File: src/swss_regs.svh
// Timing figures, command codes and derived cycle counts for the single-wire bus master.
// Assumes a 125 MHz master clock; every time is in ns and converted to cycles here.
// Operation
// - After overdrive-skip on multidrop, master sends fast reset then match or search.
// - Master makes every falling edge except presence; slave pulls low only in reply.
// - Master samples the line at the presence sample instant after reset release.
// - Reset high window covers presence and recovery; 480us or 48us recommended.
// - Write-one releases before its max low time; write-zero holds past its min.
// - Recovery follows each slot; master waits out the full slot duration.
// - Read init pulse kept short; master samples near but before window end.
// - Line left low past 16us fast or 120us standard resets slaves; idle high.
`ifndef SWSS_REGS_SVH
`define SWSS_REGS_SVH

`define SWSS_CLK_NS          8
`define SWSS_CYC_MIN(t)      (((t) + `SWSS_CLK_NS - 1) / `SWSS_CLK_NS)
`define SWSS_CYC_MAX(t)      ((t) / `SWSS_CLK_NS)

// Command codes
`define SWSS_CMD_OD_SKIP     8'h3C
`define SWSS_CMD_OD_MATCH    8'h69

// Standard speed times, ns
`define SWSS_STD_RST_LOW_NS  480000
`define SWSS_STD_RST_HIGH_NS 480000
`define SWSS_STD_PRES_SMP_NS 70000
`define SWSS_STD_W1_LOW_NS   6000
`define SWSS_STD_W0_LOW_NS   60000
`define SWSS_STD_RD_LOW_NS   6000
`define SWSS_STD_RD_SMP_NS   13000
`define SWSS_STD_SLOT_NS     70000
`define SWSS_STD_REC_NS      10000

// Fast speed times, ns
`define SWSS_OD_RST_LOW_NS   56000
`define SWSS_OD_RST_HIGH_NS  48000
`define SWSS_OD_PRES_SMP_NS  8000
`define SWSS_OD_W1_LOW_NS    1000
`define SWSS_OD_W0_LOW_NS    7500
`define SWSS_OD_RD_LOW_NS    1000
`define SWSS_OD_RD_SMP_NS    2000
`define SWSS_OD_SLOT_NS      10000
`define SWSS_OD_REC_NS       3000

// Cycle counts: least times round up, sample instants (latest) round down
`define SWSS_STD_RST_LOW_CYC  `SWSS_CYC_MIN(`SWSS_STD_RST_LOW_NS)
`define SWSS_STD_RST_HIGH_CYC `SWSS_CYC_MIN(`SWSS_STD_RST_HIGH_NS)
`define SWSS_STD_PRES_SMP_CYC `SWSS_CYC_MAX(`SWSS_STD_PRES_SMP_NS)
`define SWSS_STD_W1_LOW_CYC   `SWSS_CYC_MAX(`SWSS_STD_W1_LOW_NS)
`define SWSS_STD_W0_LOW_CYC   `SWSS_CYC_MIN(`SWSS_STD_W0_LOW_NS)
`define SWSS_STD_RD_LOW_CYC   `SWSS_CYC_MIN(`SWSS_STD_RD_LOW_NS)
`define SWSS_STD_RD_SMP_CYC   `SWSS_CYC_MAX(`SWSS_STD_RD_SMP_NS)
`define SWSS_STD_SLOT_CYC     `SWSS_CYC_MIN(`SWSS_STD_SLOT_NS)
`define SWSS_STD_REC_CYC      `SWSS_CYC_MIN(`SWSS_STD_REC_NS)
`define SWSS_OD_RST_LOW_CYC   `SWSS_CYC_MIN(`SWSS_OD_RST_LOW_NS)
`define SWSS_OD_RST_HIGH_CYC  `SWSS_CYC_MIN(`SWSS_OD_RST_HIGH_NS)
`define SWSS_OD_PRES_SMP_CYC  `SWSS_CYC_MAX(`SWSS_OD_PRES_SMP_NS)
`define SWSS_OD_W1_LOW_CYC    `SWSS_CYC_MAX(`SWSS_OD_W1_LOW_NS)
`define SWSS_OD_W0_LOW_CYC    `SWSS_CYC_MIN(`SWSS_OD_W0_LOW_NS)
`define SWSS_OD_RD_LOW_CYC    `SWSS_CYC_MIN(`SWSS_OD_RD_LOW_NS)
`define SWSS_OD_RD_SMP_CYC    `SWSS_CYC_MAX(`SWSS_OD_RD_SMP_NS)
`define SWSS_OD_SLOT_CYC      `SWSS_CYC_MIN(`SWSS_OD_SLOT_NS)
`define SWSS_OD_REC_CYC       `SWSS_CYC_MIN(`SWSS_OD_REC_NS)

`endif

File: src/swss_pkg.sv
// Types shared by the single-wire bus master and its slot timer.
// Assumes the constants of swss_regs.svh are included by the modules.
package swss_pkg;

    // Requests accepted from the user side
    typedef enum logic [2:0] {
        SWSS_OP_RESET,
        SWSS_OP_WRITE_BYTE,
        SWSS_OP_READ_BYTE,
        SWSS_OP_OD_SKIP,
        SWSS_OP_OD_MATCH
    } swss_op_t;

    // Waveform kinds produced by the slot timer
    typedef enum logic [1:0] {
        SWSS_SK_RESET,
        SWSS_SK_WRITE0,
        SWSS_SK_WRITE1,
        SWSS_SK_READ
    } swss_slot_t;

endpackage

File: src/swss_master.sv
// Single-wire bus master: reset/presence, byte transfer and the two overdrive selects.
// Assumes an external pull-up on the line and a user that waits for o_req_ready.
`timescale 1ns/1ps
`default_nettype none
`include "swss_regs.svh"
module swss_master
    import swss_pkg::*;
#(
    parameter int STD_RST_LOW_CYC  = `SWSS_STD_RST_LOW_CYC,
    parameter int STD_RST_HIGH_CYC = `SWSS_STD_RST_HIGH_CYC,
    parameter int STD_PRES_SMP_CYC = `SWSS_STD_PRES_SMP_CYC,
    parameter int STD_W0_LOW_CYC   = `SWSS_STD_W0_LOW_CYC,
    parameter int STD_SLOT_CYC     = `SWSS_STD_SLOT_CYC,
    parameter int OD_RST_LOW_CYC   = `SWSS_OD_RST_LOW_CYC,
    parameter int OD_RST_HIGH_CYC  = `SWSS_OD_RST_HIGH_CYC
) (
    input  wire logic        i_mclk,
    input  wire logic        i_rstn,
    input  wire logic        i_req_valid,
    input  wire swss_op_t    i_req_op,
    input  wire logic [7:0]  i_req_byte,
    input  wire logic [63:0] i_req_rom,
    input  wire logic        i_reset_std,
    output logic             o_req_ready,
    output logic             o_done,
    output logic             o_presence,
    output logic [7:0]       o_rd_byte,
    output logic             o_overdrive,
    input  wire logic        i_line_in,
    output logic             o_line_out,
    output logic             o_line_oe_n
);
    typedef enum logic [1:0] {ST_IDLE, ST_START, ST_WAIT} swss_state_t;

    swss_state_t state_r;
    swss_state_t state_nxt;
    swss_op_t    op_r;
    logic [71:0] sh_r;
    logic [71:0] sh_nxt;
    logic [6:0]  left_r;
    logic [6:0]  left_nxt;
    logic [7:0]  rx_r;
    logic [7:0]  rx_nxt;
    logic        rst_std_r;
    logic        overdrive_flag_r;
    logic        overdrive_nxt;
    logic        ready_r;
    logic        ready_nxt;
    logic        done_r;
    logic        done_nxt;
    logic        presence_r;
    logic        presence_nxt;
    logic [7:0]  rd_byte_r;
    logic [7:0]  rd_byte_nxt;
    logic        line_out_r;
    logic        slot_start;
    logic        slot_done;
    logic        slot_bit;
    logic        slot_fast;
    swss_slot_t  slot_kind;
    logic        is_reset;
    logic        od_arm;
    logic        last_bit;

    // Slot selection from the current op and the next bit to send
    assign is_reset   = (op_r == SWSS_OP_RESET);
    assign slot_start = (state_r == ST_START);
    assign slot_kind  = is_reset                     ? SWSS_SK_RESET :
                        (op_r == SWSS_OP_READ_BYTE)  ? SWSS_SK_READ  :
                        sh_r[0]                      ? SWSS_SK_WRITE1 : SWSS_SK_WRITE0;
    // Standard timing unless in fast mode; a standard reset is forced on request
    // A plain reset after a skip stays fast, so a match can address one slave
    assign slot_fast  = overdrive_flag_r && !(is_reset && rst_std_r);
    // Fast mode is taken once the command byte has gone out
    assign od_arm     = ((op_r == SWSS_OP_OD_SKIP)  && left_r == 7'h01) ||
                        ((op_r == SWSS_OP_OD_MATCH) && left_r == 7'h41);
    assign last_bit   = (left_r == 7'h01);

    // Request sequencer, least significant bit first
    always_comb begin
        state_nxt     = state_r;
        sh_nxt        = sh_r;
        left_nxt      = left_r;
        rx_nxt        = rx_r;
        overdrive_nxt = overdrive_flag_r;
        ready_nxt     = ready_r;
        done_nxt      = 1'b0;
        presence_nxt  = presence_r;
        rd_byte_nxt   = rd_byte_r;
        case (state_r)
            ST_IDLE: begin
                if (i_req_valid && ready_r) begin
                    ready_nxt = 1'b0;
                    state_nxt = ST_START;
                    left_nxt  = 7'h08;
                    case (i_req_op)
                        SWSS_OP_RESET:      left_nxt = 7'h01;
                        SWSS_OP_WRITE_BYTE: sh_nxt   = {64'h0000_0000_0000_0000, i_req_byte};
                        SWSS_OP_OD_SKIP:    sh_nxt   = {64'h0000_0000_0000_0000, `SWSS_CMD_OD_SKIP};
                        SWSS_OP_OD_MATCH: begin
                            sh_nxt   = {i_req_rom, `SWSS_CMD_OD_MATCH};
                            left_nxt = 7'h48;
                        end
                        default:            sh_nxt   = sh_r;
                    endcase
                end
            end
            ST_START: begin
                state_nxt = ST_WAIT;
            end
            ST_WAIT: begin
                if (slot_done) begin
                    sh_nxt   = {1'b0, sh_r[71:1]};
                    left_nxt = left_r - 7'h01;
                    rx_nxt   = {slot_bit, rx_r[7:1]};
                    if (od_arm) begin
                        overdrive_nxt = 1'b1;      // Identity bits follow at fast speed
                    end
                    if (is_reset) begin
                        presence_nxt = !slot_bit;  // Sampled low means a slave answered
                        if (!slot_fast) begin
                            overdrive_nxt = 1'b0;  // Long reset returns all to standard
                        end
                    end
                    if (last_bit) begin
                        state_nxt = ST_IDLE;
                        ready_nxt = 1'b1;
                        done_nxt  = 1'b1;
                        if (op_r == SWSS_OP_READ_BYTE) begin
                            rd_byte_nxt = {slot_bit, rx_r[7:1]};
                        end
                    end else begin
                        state_nxt = ST_START;      // Next slot only after full recovery
                    end
                end
            end
            default: begin
                state_nxt = ST_IDLE;
                ready_nxt = 1'b1;
            end
        endcase
    end

    // Request fields latched at acceptance
    always_ff @(posedge i_mclk or negedge i_rstn) begin
        if (!i_rstn) begin
            op_r      <= SWSS_OP_RESET;
            rst_std_r <= 1'b0;
        end else if (state_r == ST_IDLE && i_req_valid && ready_r) begin
            op_r      <= i_req_op;
            rst_std_r <= i_reset_std;
        end
    end

    // Sequencer state and shift data
    always_ff @(posedge i_mclk or negedge i_rstn) begin
        if (!i_rstn) begin
            state_r <= ST_IDLE;
            sh_r    <= '0;
            left_r  <= '0;
            rx_r    <= '0;
        end else begin
            state_r <= state_nxt;
            sh_r    <= sh_nxt;
            left_r  <= left_nxt;
            rx_r    <= rx_nxt;
        end
    end

    // User-side outputs; the line data is always low, only the enable moves
    always_ff @(posedge i_mclk or negedge i_rstn) begin
        if (!i_rstn) begin
            overdrive_flag_r <= 1'b0;
            ready_r          <= 1'b1;
            done_r           <= 1'b0;
            presence_r       <= 1'b0;
            rd_byte_r        <= '0;
            line_out_r       <= 1'b0;
        end else begin
            overdrive_flag_r <= overdrive_nxt;
            ready_r          <= ready_nxt;
            done_r           <= done_nxt;
            presence_r       <= presence_nxt;
            rd_byte_r        <= rd_byte_nxt;
            line_out_r       <= 1'b0;
        end
    end

    // Waveform timing lives in the slot timer; long counts pass down so tests can shorten them
    swss_slot #(
        .CNT_W            (17),
        .STD_RST_LOW_CYC  (STD_RST_LOW_CYC),
        .STD_RST_HIGH_CYC (STD_RST_HIGH_CYC),
        .STD_PRES_SMP_CYC (STD_PRES_SMP_CYC),
        .STD_W0_LOW_CYC   (STD_W0_LOW_CYC),
        .STD_SLOT_CYC     (STD_SLOT_CYC),
        .OD_RST_LOW_CYC   (OD_RST_LOW_CYC),
        .OD_RST_HIGH_CYC  (OD_RST_HIGH_CYC)
    ) u_slot (
        .i_mclk      (i_mclk),
        .i_rstn      (i_rstn),
        .i_start     (slot_start),
        .i_kind      (slot_kind),
        .i_fast      (slot_fast),
        .i_line_in   (i_line_in),
        .o_line_oe_n (o_line_oe_n),
        .o_done      (slot_done),
        .o_bit       (slot_bit)
    );

    assign o_req_ready = ready_r;
    assign o_done      = done_r;
    assign o_presence  = presence_r;
    assign o_rd_byte   = rd_byte_r;
    assign o_overdrive = overdrive_flag_r;
    assign o_line_out  = line_out_r;
endmodule // swss_master
`default_nettype wire

File: src/swss_slot.sv
// Slot timer: produces one reset/presence sequence or one bit slot on the line.
// Assumes i_line_in is asynchronous; it is synchronised here before use.
`timescale 1ns/1ps
`default_nettype none
`include "swss_regs.svh"
module swss_slot
    import swss_pkg::*;
#(
    parameter int CNT_W            = 17,
    parameter int STD_RST_LOW_CYC  = `SWSS_STD_RST_LOW_CYC,
    parameter int STD_RST_HIGH_CYC = `SWSS_STD_RST_HIGH_CYC,
    parameter int STD_PRES_SMP_CYC = `SWSS_STD_PRES_SMP_CYC,
    parameter int STD_W0_LOW_CYC   = `SWSS_STD_W0_LOW_CYC,
    parameter int STD_SLOT_CYC     = `SWSS_STD_SLOT_CYC,
    parameter int OD_RST_LOW_CYC   = `SWSS_OD_RST_LOW_CYC,
    parameter int OD_RST_HIGH_CYC  = `SWSS_OD_RST_HIGH_CYC
) (
    input  wire logic       i_mclk,
    input  wire logic       i_rstn,
    input  wire logic       i_start,
    input  wire swss_slot_t i_kind,
    input  wire logic       i_fast,
    input  wire logic       i_line_in,
    output logic            o_line_oe_n,
    output logic            o_done,
    output logic            o_bit
);
    typedef logic [CNT_W-1:0] swss_cnt_t;
    typedef enum logic {SL_IDLE, SL_BUSY} swss_sl_state_t;

    // Per speed end points of each waveform, counted from the falling edge
    localparam swss_cnt_t STD_RST_SMP = CNT_W'(STD_RST_LOW_CYC + STD_PRES_SMP_CYC);
    localparam swss_cnt_t STD_RST_END = CNT_W'(STD_RST_LOW_CYC + STD_RST_HIGH_CYC);
    localparam swss_cnt_t STD_SLT_END = CNT_W'(STD_SLOT_CYC + `SWSS_STD_REC_CYC);
    localparam swss_cnt_t OD_RST_SMP  = CNT_W'(OD_RST_LOW_CYC + `SWSS_OD_PRES_SMP_CYC);
    localparam swss_cnt_t OD_RST_END  = CNT_W'(OD_RST_LOW_CYC + OD_RST_HIGH_CYC);
    localparam swss_cnt_t OD_SLT_END  = CNT_W'(`SWSS_OD_SLOT_CYC + `SWSS_OD_REC_CYC);

    swss_sl_state_t state_r;
    swss_sl_state_t state_nxt;
    swss_cnt_t      cnt_r;
    swss_cnt_t      cnt_nxt;
    swss_slot_t     kind_r;
    logic           fast_r;
    logic           oe_n_r;
    logic           oe_n_nxt;
    logic           done_r;
    logic           done_nxt;
    logic           bit_r;
    logic           bit_nxt;
    logic           line_meta_r;
    logic           line_sync_r;
    swss_cnt_t      low_end;
    swss_cnt_t      smp_at;
    swss_cnt_t      end_at;
    swss_cnt_t      rst_low;

    // Low time per kind and speed; fast figures apply to every waveform
    assign rst_low = fast_r ? CNT_W'(OD_RST_LOW_CYC) : CNT_W'(STD_RST_LOW_CYC);
    assign low_end = (kind_r == SWSS_SK_RESET)  ? rst_low :
                     (kind_r == SWSS_SK_WRITE0) ? (fast_r ? CNT_W'(`SWSS_OD_W0_LOW_CYC)
                                                          : CNT_W'(STD_W0_LOW_CYC)) :
                     (kind_r == SWSS_SK_WRITE1) ? (fast_r ? CNT_W'(`SWSS_OD_W1_LOW_CYC)
                                                          : CNT_W'(`SWSS_STD_W1_LOW_CYC)) :
                     (fast_r ? CNT_W'(`SWSS_OD_RD_LOW_CYC) : CNT_W'(`SWSS_STD_RD_LOW_CYC));
    // Sample instant: presence after reset release, data late in the read window
    assign smp_at  = (kind_r == SWSS_SK_RESET) ? (fast_r ? OD_RST_SMP : STD_RST_SMP) :
                     (fast_r ? CNT_W'(`SWSS_OD_RD_SMP_CYC) : CNT_W'(`SWSS_STD_RD_SMP_CYC));
    // Whole slot plus recovery, or whole reset high window, before the next edge
    assign end_at  = (kind_r == SWSS_SK_RESET) ? (fast_r ? OD_RST_END : STD_RST_END)
                                               : (fast_r ? OD_SLT_END : STD_SLT_END);

    // Next state: the only falling edge made here is at slot start
    always_comb begin
        state_nxt = state_r;
        cnt_nxt   = cnt_r;
        oe_n_nxt  = oe_n_r;
        done_nxt  = 1'b0;
        bit_nxt   = bit_r;
        case (state_r)
            SL_IDLE: begin
                oe_n_nxt = 1'b1;                   // Idle high between slots
                if (i_start) begin
                    state_nxt = SL_BUSY;
                    cnt_nxt   = '0;
                    oe_n_nxt  = 1'b0;
                end
            end
            SL_BUSY: begin
                cnt_nxt  = cnt_r + CNT_W'(1);
                oe_n_nxt = (cnt_nxt >= low_end);   // Release after the low time
                if (cnt_r == smp_at) begin
                    bit_nxt = line_sync_r;         // Low here means zero or presence
                end
                if (cnt_nxt == end_at) begin
                    state_nxt = SL_IDLE;
                    done_nxt  = 1'b1;
                end
            end
            default: begin
                state_nxt = SL_IDLE;
                oe_n_nxt  = 1'b1;
            end
        endcase
    end

    // Kind and speed are held for the whole waveform
    always_ff @(posedge i_mclk or negedge i_rstn) begin
        if (!i_rstn) begin
            kind_r <= SWSS_SK_RESET;
            fast_r <= 1'b0;
        end else if (state_r == SL_IDLE && i_start) begin
            kind_r <= i_kind;
            fast_r <= i_fast;
        end
    end

    // State, counter and registered outputs
    always_ff @(posedge i_mclk or negedge i_rstn) begin
        if (!i_rstn) begin
            state_r <= SL_IDLE;
            cnt_r   <= '0;
            oe_n_r  <= 1'b1;
            done_r  <= 1'b0;
            bit_r   <= 1'b1;
        end else begin
            state_r <= state_nxt;
            cnt_r   <= cnt_nxt;
            oe_n_r  <= oe_n_nxt;
            done_r  <= done_nxt;
            bit_r   <= bit_nxt;
        end
    end

    // Two-stage synchroniser on the line
    always_ff @(posedge i_mclk or negedge i_rstn) begin
        if (!i_rstn) begin
            line_meta_r <= 1'b1;
            line_sync_r <= 1'b1;
        end else begin
            line_meta_r <= i_line_in;
            line_sync_r <= line_meta_r;
        end
    end

    assign o_line_oe_n = oe_n_r;
    assign o_done      = done_r;
    assign o_bit       = bit_r;
endmodule // swss_slot
`default_nettype wire

File: config.mk
export PLATFORM = sky130hd
export DESIGN_NAME = swss_master
export DESIGN_NICKNAME = d
export VERILOG_FILES = /design/src/swss_pkg.sv /design/src/swss_master.sv /design/src/swss_slot.sv
export VERILOG_INCLUDE_DIRS = /design/src
export SDC_FILE = /design/constraint.sdc
export NUM_CORES = 1
export LEC_CHECK = 0
export BUFFER_PORTS_ARGS = -buffer_cell sky130_fd_sc_hd__buf_2
export CAP_MARGIN = 20
export CORE_AREA = 3 3 138 140
export CTS_BUF_LIST = sky130_fd_sc_hd__clkbuf_4
export CTS_CLUSTER_DIAMETER = 40
export DETAILED_ROUTE_END_ITERATION = 6
export DIE_AREA = 0 0 141 143
export HOLD_SLACK_MARGIN = 0.03
export SYNTH_ARGS = -nofsm -noshare
export SYNTH_HDL_FRONTEND = slang
export SYNTH_SLANG_ARGS = --single-unit
File: constraint.sdc
create_clock -name i_mclk -period 3.9 [get_ports i_mclk]
set_clock_uncertainty 0.1 [all_clocks]
set_input_delay 0.39 -clock i_mclk [delete_from_list [all_inputs] [get_ports i_mclk]]
set_output_delay 0.39 -clock i_mclk [all_outputs]
set_load 0.1 [all_outputs]
==> qor.yml, run 1 <==
run_status: "completed"
routed.top_layer: "met4"
wl_met1_mm: 7.91
ant_nets: 0
hpwlAfterDp_mm: 10.7
yosys.area.top_type: "dfrtp_1"
clkLatencyLatePin_ns: 0.54
synthTopCellsByArea: "dfrtp_1 (46%), a22oi_1 (7.2%), a21oi_1 (6.8%)"
syn_inst: 707
ys_async_sr_fraction_pct: 100
wirelength_mm: 16.5
power.density_nw_per_um2: 306
rows: 49
cpMaxStageDelayCell: "dfrtp_1"
clk_pin_slew_ns: 0.12
stdcell_area_sq_um: 8350
end_kind: "flop"
fillers: 1703
grt_pass1_wl_mm: 27.5
ys.flop_type: "dfrtp_1"
syn_area_sq_um: 6800
drt_iter0_markers: 365
fp.coreArea_sq_um: 18000
grt_max_degree: 82
die_h_microns: 143
drt_pass1_iterations: 7
drc: 0
dpl_cell_area_sq_um: 7400
slew_violations: 0
irDropWorstVdd_uv: 296
hold_viol: 0
synth_edf_count: 0
fin_crit_sh_pct: 84.2
syn_to_final_growth_pct: 22.8
fin_crit_ns: 3.28
instances_no_fill: 1079
synth_nets: 811
max-clock-path-buffers: 2
dieArea_sq_um: 20200
initial_core_util_pct: 37.8
path_delay_family: "simple AND/OR/NAND/NOR gates"
vias: 5614
vias_per_cell: 5.20
finalNetCount: 941
globalRouteTotalUtil_pct: 16.8
io_pins: 94
multi_input_area_sq_um: 3260
crit_chain: "ha_1, nand3_2, nor3_2, nand3_1, xnor2_1, ha_1, nand3_1, nor4_1, o21ai_0, nor4_1, o2111a_1, a31oi_1"
power.total_w: 0.00255
final_common_cell: "dfrtp_1"
worstSetupStartpointType: "flop"
wl_met2_mm: 7.73
cts-buffers-inserted: 17
cts_resized: 0
ys_seq_elements: 130
fp.dieW_microns: 141
netSwitchingFraction_pct: 23.7
p_int_w: 0.00195
cap_violations: 0
combPwrFrac_pct: 6.4
critical_path_required_ns: 4.19
seq_area_sq_um: 3260
slew_headroom_pct: 42.7
seqPwrFrac_pct: 52.9
yosys_warnings: 0
grt_overflow: 0
postCtsSetupRepairBufs: 0
antenna_found_initial: 1
cp_num_buf_inv: 0
cts.sinks: 130
seq_area_frac_synth_pct: 47.9
ctsRootBufferMaster: "clkbuf_4"
hold_class: "input pin to flop"
grt_pass1_vias: 5369
cts_tree: "built"
holdWs_ns: 0.0825
dp.cells: 984
finalSetupTns_ns: 0
port_buffers: 92
p_leak_nw: 3.86
htreeDepth: 4
rsz0062_at_grt: "no"
synth_cell_types: 55
worst-path-max-fanout: 9
gp_congestion: 0.882
layout_common_cells: "dfrtp_1 (125), nor2_1 (106), a21oi_1 (92)"
worst-setup-path-type: "flop to flop"
synth_top_area_share_pct: 46.0
synth_area_per_cell_sq_um: 9.62
switchingPower_w: 0.000605
pwr-share-clk_pct: 40.7
met3_wirelength_microns: 727
slowest_delay_ns: 0.53
worstMarginPinSlew_ns: 0.860
fmax_mhz: 305
cp_data_arrival_time_ns: 3.57
wire_per_inst_microns: 15.3
setup_viol: 0
drive_above_1_share_pct: 20.3
[final timing paths]
path | from | end | slack [ns] | cells past startpoint
worst max-delay path | u_slot.cnt_r[0] | u_slot.state_r | 0.62 | 12
worst min-delay path | i_req_rom[47] | sh_r[55] | 0.08 | 3
worst max register to register | u_slot.cnt_r[0] | u_slot.state_r | 0.62 | 12
worst min register to register | u_slot.line_meta_r | u_slot.line_sync_r | 0.27 | 0
max in group asynchronous | i_rstn | u_slot.o_line_oe_n | 2.45 | 3
min in group asynchronous | i_rstn | rx_r[2] | 0.33 | 2
[through the flow]
stage	setup WS, ns	utilization, %
finish	0.617	46.5
global route	0.279	46.5
CTS	0.616	46.2
detailed placement	0.646	41.2
global placement	0.684	41.2
floorplan	1.08	-
[cell usage after synthesis, types with 12 or more instances]
library cell	count
o21ai_0	27
nor2_1	107
buf_2	21
mux2_2	21
nand2_1	31
nand3_1	12
clkbuf_1	24
dfrtp_1	125
inv_1	14
ha_1	24
a22oi_1	65
a21oi_1	92
xnor2_1	13
[sequential cells by signal, indices dropped and copies added, names as in the netlist, 2 cells and up]
| signal | count |
|---|---|
| op_r | 3 |
| u_slot.cnt_r | 17 |
| left_r | 7 |
| o_rd_byte | 8 |
| rx_r | 7 |
| sh_r | 72 |
| u_slot.kind_r | 2 |
| state_r | 2 |
[worst reg2reg max path, delay by kind of cell, from the launching register on]
kind                     cells  cell delay [ns]
adder cells (fa/ha/maj)      2             0.58
AND/OR/NAND/NOR              6             1.34
XOR/XNOR                     1             0.17
flip-flops                   1             0.53
AO/OA/AOI/OAI                3             0.46
[what timing repair did]
action,4_1_cts,5_1_grt
hold buffers,59,4
endpoints found under the hold margin,137,4
endpoints found under the setup margin,0,0
[cell families (layout without fill, tap and decap cells)]
| group | count (synthesis) | count (layout) | synth area share [%] |
|---|---|---|---|
| flip-flops | 130 | 130 | 47.9 |
| AND/OR/NAND/NOR | 214 | 214 | 15.3 |
| multiplexers | 24 | 24 | 3.92 |
| buffers and inverters | 66 | 208 | 4.32 |
| adder cells (fa/ha/maj) | 25 | 25 | 4.56 |
| XOR/XNOR | 24 | 24 | 3.29 |
| AO/OA/AOI/OAI | 223 | 223 | 20.6 |
| other | 1 | 2 | 0.0552 |
[layout make-up]
type	count	area share (%)
Multi-Input combinational cell	511	39.0
Sequential cell	130	39.0
Timing Repair Buffer	163	14.0
Tap cell	229	3.43
Clock inverter	13	2.20
Clock buffer	18	1.62
Inverter	14	0.629
Antenna cell	1	0.0300
[power by group through the flow]
stage,Sequential [W],Combinational (W),Clock (W)
floorplan,0.00138,0.0000352,0
global placement,0.00138,0.000115,0
detailed placement,0.00138,0.000115,0
CTS,0.00135,0.000161,0.00108
global route,0.00135,0.000183,0.00113
finish,0.00135,0.000164,0.00104
[per-layer routing]
metal	global-route usage [%]	vias up
li1	-	2803
met1	23.3	2669
met2	26.5	130
met3	4.42	12
met4	4.03	0
met5	0	-
(Power assumes the default switching activity.)
==> run 2: changes to the inputs <==
==> constraint.sdc (replaced) <==
create_clock -name i_mclk -period 3.1 [get_ports i_mclk]
set_clock_uncertainty 0.1 [all_clocks]
set_input_delay 0.31 -clock i_mclk [delete_from_list [all_inputs] [get_ports i_mclk]]
set_output_delay 0.31 -clock i_mclk [all_outputs]
set_load 0.1 [all_outputs]
==> run 2 against run 1 <==
Against the previous run:
- die area unchanged
- maximum frequency increased by 14%
- via count up 2.6%
- utilization rose by 2.4 points
- sequential power increased by 26%
- flip-flop and latch count is the same
- final area rose by 5.1%
- clock power grew 23%
- final cell count increased by 4.1%
- worst hold slack improved by 0.023 ns
- first-iteration DRC count is 14% lower
- total power rose by 25%
==> qor.yml, run 2 (synthesized netlist as in run 1, its figures left out) <==
fin_crit_sh_pct: 92.9  # +8.7 points
slew_violations: 0  # unchanged
wl_met1_mm: 8.25  # +4.2%
layout_common_cells: "dfrtp_1 (120), nor2_1 (106), a21oi_1 (92)"
worst_r2r_path_depth: 12  # unchanged
wirelength_mm: 17.1  # +3.5%
switchingPower_w: 0.000800  # +32%
grt_max_degree: 90  # +9.8%
worst_r2r_endpoint: "u_slot.state_r"
hold_viol: 0  # unchanged
largest-register: "sh_r"
final_common_cell: "dfrtp_1"
end_kind: "flop"
finalNetCount: 984  # +4.6%
fp.coreArea_sq_um: 18000  # unchanged
ant_nets: 0  # unchanged
worst-path-max-fanout: 6  # -3
seqPwrFrac_pct: 53.1  # +0.2 points
vias_per_cell: 5.13  # -1.4%
drive_above_1_share_pct: 24.3  # +4.0 points
cts.sinks: 130  # unchanged
r2r_start: "u_slot.cnt_r[0]"
netSwitchingFraction_pct: 25.0  # +1.3 points
fillers: 1680  # -1.4%
clkLatencyLatePin_ns: 0.54  # about the same
slew_headroom_pct: 45.9  # +3.2 points
p_int_w: 0.00240  # +23%
die_h_microns: 143  # unchanged
io_pins: 94  # unchanged
min_from: "i_req_op[0]"
setup_viol: 0  # unchanged
vias: 5759  # +2.6%
whs_endpoint: "op_r[0]"
critical_path_required_ns: 3.40  # -0.79 ns
worstSetupStartpointType: "flop"
grt_overflow: 0  # unchanged
wire_per_inst_microns: 15.2  # -0.59%
htreeDepth: 4  # unchanged
syn_to_final_growth_pct: 29.0
cts_tree: "built"
worst-setup-path-type: "flop to flop"
cap_violations: 0  # unchanged
drt_pass1_iterations: 5  # -2
fp.dieW_microns: 141  # unchanged
drc: 0  # unchanged
met3_wirelength_microns: 737  # +1.4%
hold_class: "input pin to flop"
gp_congestion: 0.903  # +2.4%
dieArea_sq_um: 20200  # unchanged
cts-buffers-inserted: 17  # unchanged
drt_iter0_markers: 315  # -14%
holdWs_ns: 0.105  # +0.0227 ns
whs_path_depth: 2  # -1
rows: 49  # unchanged
globalRouteTotalUtil_pct: 17.7  # +0.88 points
irDropWorstVdd_uv: 324  # +9.4%
max-clock-path-buffers: 2  # unchanged
antenna_found_initial: 1  # unchanged
power.density_nw_per_um2: 364  # +19%
routed.top_layer: "met4"
worstMarginPinSlew_ns: 0.812  # -0.0481 ns
combPwrFrac_pct: 6.9  # +0.5 points
run_status: "completed"
largest_reg_flops: 72  # unchanged
r2r_slack_ns: 0.22  # -0.40 ns
fin_crit_ns: 2.88  # -0.403 ns
wl_met2_mm: 7.81  # +1.1%
grt_pass1_wl_mm: 28.9  # +5.1%
cp_data_arrival_time_ns: 3.18  # -0.39 ns
grt_pass1_vias: 5782  # +7.7%
clk_pin_slew_ns: 0.12  # about the same
p_leak_nw: 4.08  # +5.7%
ctsRootBufferMaster: "clkbuf_4"
final_core_util_pct: 48.8  # +2.4 points
pwr-share-clk_pct: 40.0  # -0.7 points
hpwlAfterDp_mm: 11.2  # +5.3%
fmax_mhz: 347  # +14%
port_buffers: 92  # unchanged
initial_core_util_pct: 37.8  # unchanged
[run 2: changes by cell type in the layout (fill, tap and decap cells not counted), sizes merged]
cell / change
bufinv: -1
dlygate4sd3: +11
buf: +32
clkinvlp: +1
inv: +1
[run 2: worst max-delay path, stage by stage (launching register included)]
cell      delay (ns)
dfrtp_1         0.37
ha_2            0.23
nand3_4         0.13
nor3_4          0.24
nand3_2         0.12
xnor2_1         0.16
ha_1            0.34
nand3_2         0.09
nor4_2          0.27
o21ai_1         0.11
nor4_2          0.27
o2111a_1        0.23
a31oi_1         0.09
[run 2: worst max path at each step]
stage | from | cells after the start | slack, ns | to
3_5_place_dp | u_slot.cnt_r[0] | 12 | 0.15 | u_slot.state_r
5_1_grt | u_slot.cnt_r[1] | 12 | -0.0009 | u_slot.state_r
6_report | u_slot.cnt_r[0] | 12 | 0.22 | u_slot.state_r
4_1_cts | u_slot.cnt_r[5] | 11 | 0.13 | u_slot.state_r
2_1_floorplan | u_slot.cnt_r[1] | 12 | 0.28 | u_slot.state_r
3_3_place_gp | u_slot.cnt_r[5] | 11 | 0.26 | u_slot.state_r
[run 2: timing repair]
item | CTS | global route
endpoints found under the hold margin | 137 | 0
resized for setup | 0 | 16
setup buffers | 0 | 8
hold buffers | 74 | 0
endpoints found under the setup margin | 0 | 3
[run 2: power groups by stage]
stage | Clock [W] | Combinational, W | Sequential (W)
6_report | 0.00128 | 0.000219 | 0.00170
2_1_floorplan | 0 | 0.0000443 | 0.00173
4_1_cts | 0.00132 | 0.000221 | 0.00170
3_5_place_dp | 0 | 0.000149 | 0.00173
3_3_place_gp | 0 | 0.000149 | 0.00173
5_1_grt | 0.00140 | 0.000246 | 0.00170
[run 2: routing by layer]
layer	vias up	global-route usage [%]
met5	-	0
met4	0	5.92
met3	22	3.92
met2	126	27.6
met1	2725	24.5
li1	2886	-
[run 2: cell type report]
class	instances	area, sq um	area share (%)
diodes	1	2.50	0.0285
clock buffers	18	135	1.54
clock inverters	14	180	2.05
inverters	14	52.6	0.599
multi-input cells	511	3320	37.8
flip-flops and latches	130	3270	37.2
well taps	229	287	3.27
repair buffers	206	1530	17.5
[run 2: metrics by stage]
stage / setup slack (ns) / TNS [ns] / total power (W) / area (sq um) / instances
after floorplan: 0.281 / 0 / 0.00178 / 6800 / 707
after global placement: 0.256 / 0 / 0.00188 / 7590 / 1008
after detailed placement: 0.154 / 0 / 0.00188 / 7590 / 1008
after CTS: 0.132 / 0 / 0.00324 / 8650 / 1114
after global routing: -0.000887 / -0.000887 / 0.00335 / 8770 / 1123
final: 0.219 / 0 / 0.00320 / 8770 / 1123
==> run 3: changes to the inputs <==
==> constraint.sdc (replaced) <==
create_clock -name i_mclk -period 3.3 [get_ports i_mclk]
set_clock_uncertainty 0.1 [all_clocks]
set_input_delay 0.165 -clock i_mclk [delete_from_list [all_inputs] [get_ports i_mclk]]
set_output_delay 0.165 -clock i_mclk [all_outputs]
set_load 0.1 [all_outputs]
==> run 3 against run 2 <==
Against the previous run:
- routed wire length grew 0.95%
- non-clock buffer count shrank 4
- count of clock-buffer cells in the layout is the same
- combinational power shrank 4%
- clock power shrank 12%
- final area shrank 0.81%
- critical path depth shrank 1
- register-to-register slack lost 0.06 ns
- worst setup slack lost 0.060 ns
- total power shrank 8.0%
- sequential share of layout area grew 0.28 points
- largest cell class is now flip-flops and latches
==> qor.yml, run 3 (synthesized netlist as in run 1, its figures left out) <==
cp_data_arrival_time_ns: 3.44  # +0.26 ns
dieArea_sq_um: 20200  # unchanged
cts_tree: "built"
ant_nets: 0  # unchanged
grt_max_degree: 77  # -14%
final_common_cell: "dfrtp_1"
vias: 5821  # +1.1%
slew_violations: 0  # unchanged
largest-register: "sh_r"
holdWs_ns: 0.0843  # -0.0209 ns
cpMaxStageDelayCell: "dfrtp_1"
grt_overflow: 0  # unchanged
worst-path-max-fanout: 8  # +2
hold_class: "input pin to async pin"
globalRouteTotalUtil_pct: 17.9  # +0.25 points
worst_r2r_path_depth: 11  # -1
worstMarginPinSlew_ns: 0.825  # +0.0127 ns
worst-setup-path-type: "flop to flop"
fp.dieW_microns: 141  # unchanged
worst_r2r_endpoint: "u_slot.state_r"
fin_crit_ns: 3.14  # +0.260 ns
fp.coreArea_sq_um: 18000  # unchanged
clk_pin_slew_ns: 0.13  # about the same
io_pins: 94  # unchanged
fin_crit_sh_pct: 95.2  # +2.3 points
syn_to_final_growth_pct: 28.0
run_status: "completed"
power.density_nw_per_um2: 338  # -7.2%
fmax_mhz: 318  # -8.3%
setup_viol: 0  # unchanged
worstSetupStartpointType: "flop"
vias_per_cell: 5.19  # +1.3%
max-clock-path-buffers: 2  # unchanged
irDropWorstVdd_uv: 327  # +0.75%
layout_common_cells: "dfrtp_1 (122), nor2_1 (106), a21oi_1 (92)"
die_h_microns: 143  # unchanged
layout_setup_ws_ns: 0.159  # -0.0604 ns
cts-buffers-inserted: 17  # unchanged
p_leak_nw: 4.04  # -1.1%
finalSetupTns_ns: 0  # unchanged
largest_reg_flops: 72  # unchanged
antenna_found_initial: 2  # +1
wire_per_inst_microns: 15.4  # +1.1%
postCtsSetupRepairBufs: 0  # unchanged
gp_congestion: 0.944  # +4.5%
critical_path_required_ns: 3.60  # +0.20 ns
grt_pass1_vias: 5885  # +1.8%
port_buffers: 92  # unchanged
clkLatencyLatePin_ns: 0.55  # about the same
drive_above_1_share_pct: 22.3  # -2.0 points
ctsRootBufferMaster: "clkbuf_4"
wirelength_mm: 17.3  # +0.95%
end_kind: "flop"
cts.sinks: 130  # unchanged
grt_pass1_wl_mm: 29.2  # +1.3%
r2r_slack_ns: 0.16  # -0.06 ns
slew_headroom_pct: 45.0  # -0.85 points
finalNetCount: 980  # -0.41%
drt_iter0_markers: 433  # +37%
slowest_delay_ns: 0.52  # +0.15 ns
hold_viol: 0  # unchanged
rows: 49  # unchanged
hpwlAfterDp_mm: 11.3  # +0.61%
drt_pass1_iterations: 5  # unchanged
dpl_worst_slack_ns: 0.279  # +0.124 ns
initial_core_util_pct: 37.8  # unchanged
r2r_start: "u_slot.cnt_r[10]"
crit_chain: "nand4_1, nor4_4, nand3_1, xnor2_1, ha_1, nand3_1, nor4_1, o21ai_0, nor4_1, o2111a_1, a31oi_1"
rsz0062_at_grt: "no"
drc: 0  # unchanged
cap_violations: 0  # unchanged
htreeDepth: 4  # unchanged
==> run 3: cell types whose count changed in the layout (fill, tap and decap cells not counted), sizes merged <==
cell and change:
clkinvlp -2, inv +1, diode +2, buf -9, clkinv +2, bufinv -1
dlygate4sd3 +5
==> run 3: timing repair <==
item | 4_1_cts | 5_1_grt
resized for setup | 0 | 3
hold buffers | 79 | 0
endpoints found under the hold margin | 153 | 0
setup endpoints to repair | 0 | 2
==> run 3: final cells by class <==
class	instances	area, sq um
inverter	14	52.6
timing repair buffer	202	1540
antenna	3	7.51
multi-input combinational	511	3260
clock inverter	14	156
sequential	130	3260
fill	1662	9260
clock buffer	18	135
tap	229	287
==> run 3: layer usage <==
metal / part of all wire (%) / vias to the layer above / track usage (%)
met5: 0 / - / 0
met4: 1.6 / 0 / 4.79
met3: 4.8 / 21 / 4.96
met2: 46 / 136 / 28.4
met1: 47 / 2778 / 24.4
li1: - / 2886 / -
==> run 3: how the worst max path moves through the flow <==
stage	from	end	slack, ns
3_3_place_gp	u_slot.cnt_r[5]	u_slot.state_r	0.37
6_report	u_slot.cnt_r[10]	u_slot.state_r	0.16
3_5_place_dp	u_slot.cnt_r[5]	u_slot.state_r	0.28
5_1_grt	u_slot.cnt_r[0]	u_slot.state_r	0.002
2_1_floorplan	u_slot.cnt_r[1]	u_slot.state_r	0.48
4_1_cts	u_slot.cnt_r[10]	u_slot.state_r	0.18
==> run 3: stage by stage <==
step,utilization [%],std cells,total power [W],area [sq um]
finish,48.4,1121,0.00294,8700
detailed placement,42.4,1007,0.00176,7610
floorplan,-,707,0.00167,6800
global route,48.4,1120,0.00308,8700
CTS,48.4,1118,0.00298,8690
global placement,42.4,1007,0.00177,7610
==> run 3: report_power, final <==
group / switching, W / internal (W)
logic: 0.0000965 / 0.000115
registers: 0.000000420 / 0.00159
clock network: 0.000665 / 0.000469
==> run 3: worst max-delay path: cells and delay by family, from the launching register on <==
kind,cells,cell delay [ns]
AO/OA/AOI/OAI,3,0.49
flip-flops,1,0.52
AND/OR/NAND/NOR,6,1.40
XOR/XNOR,1,0.17
adder cells (fa/ha/maj),1,0.32
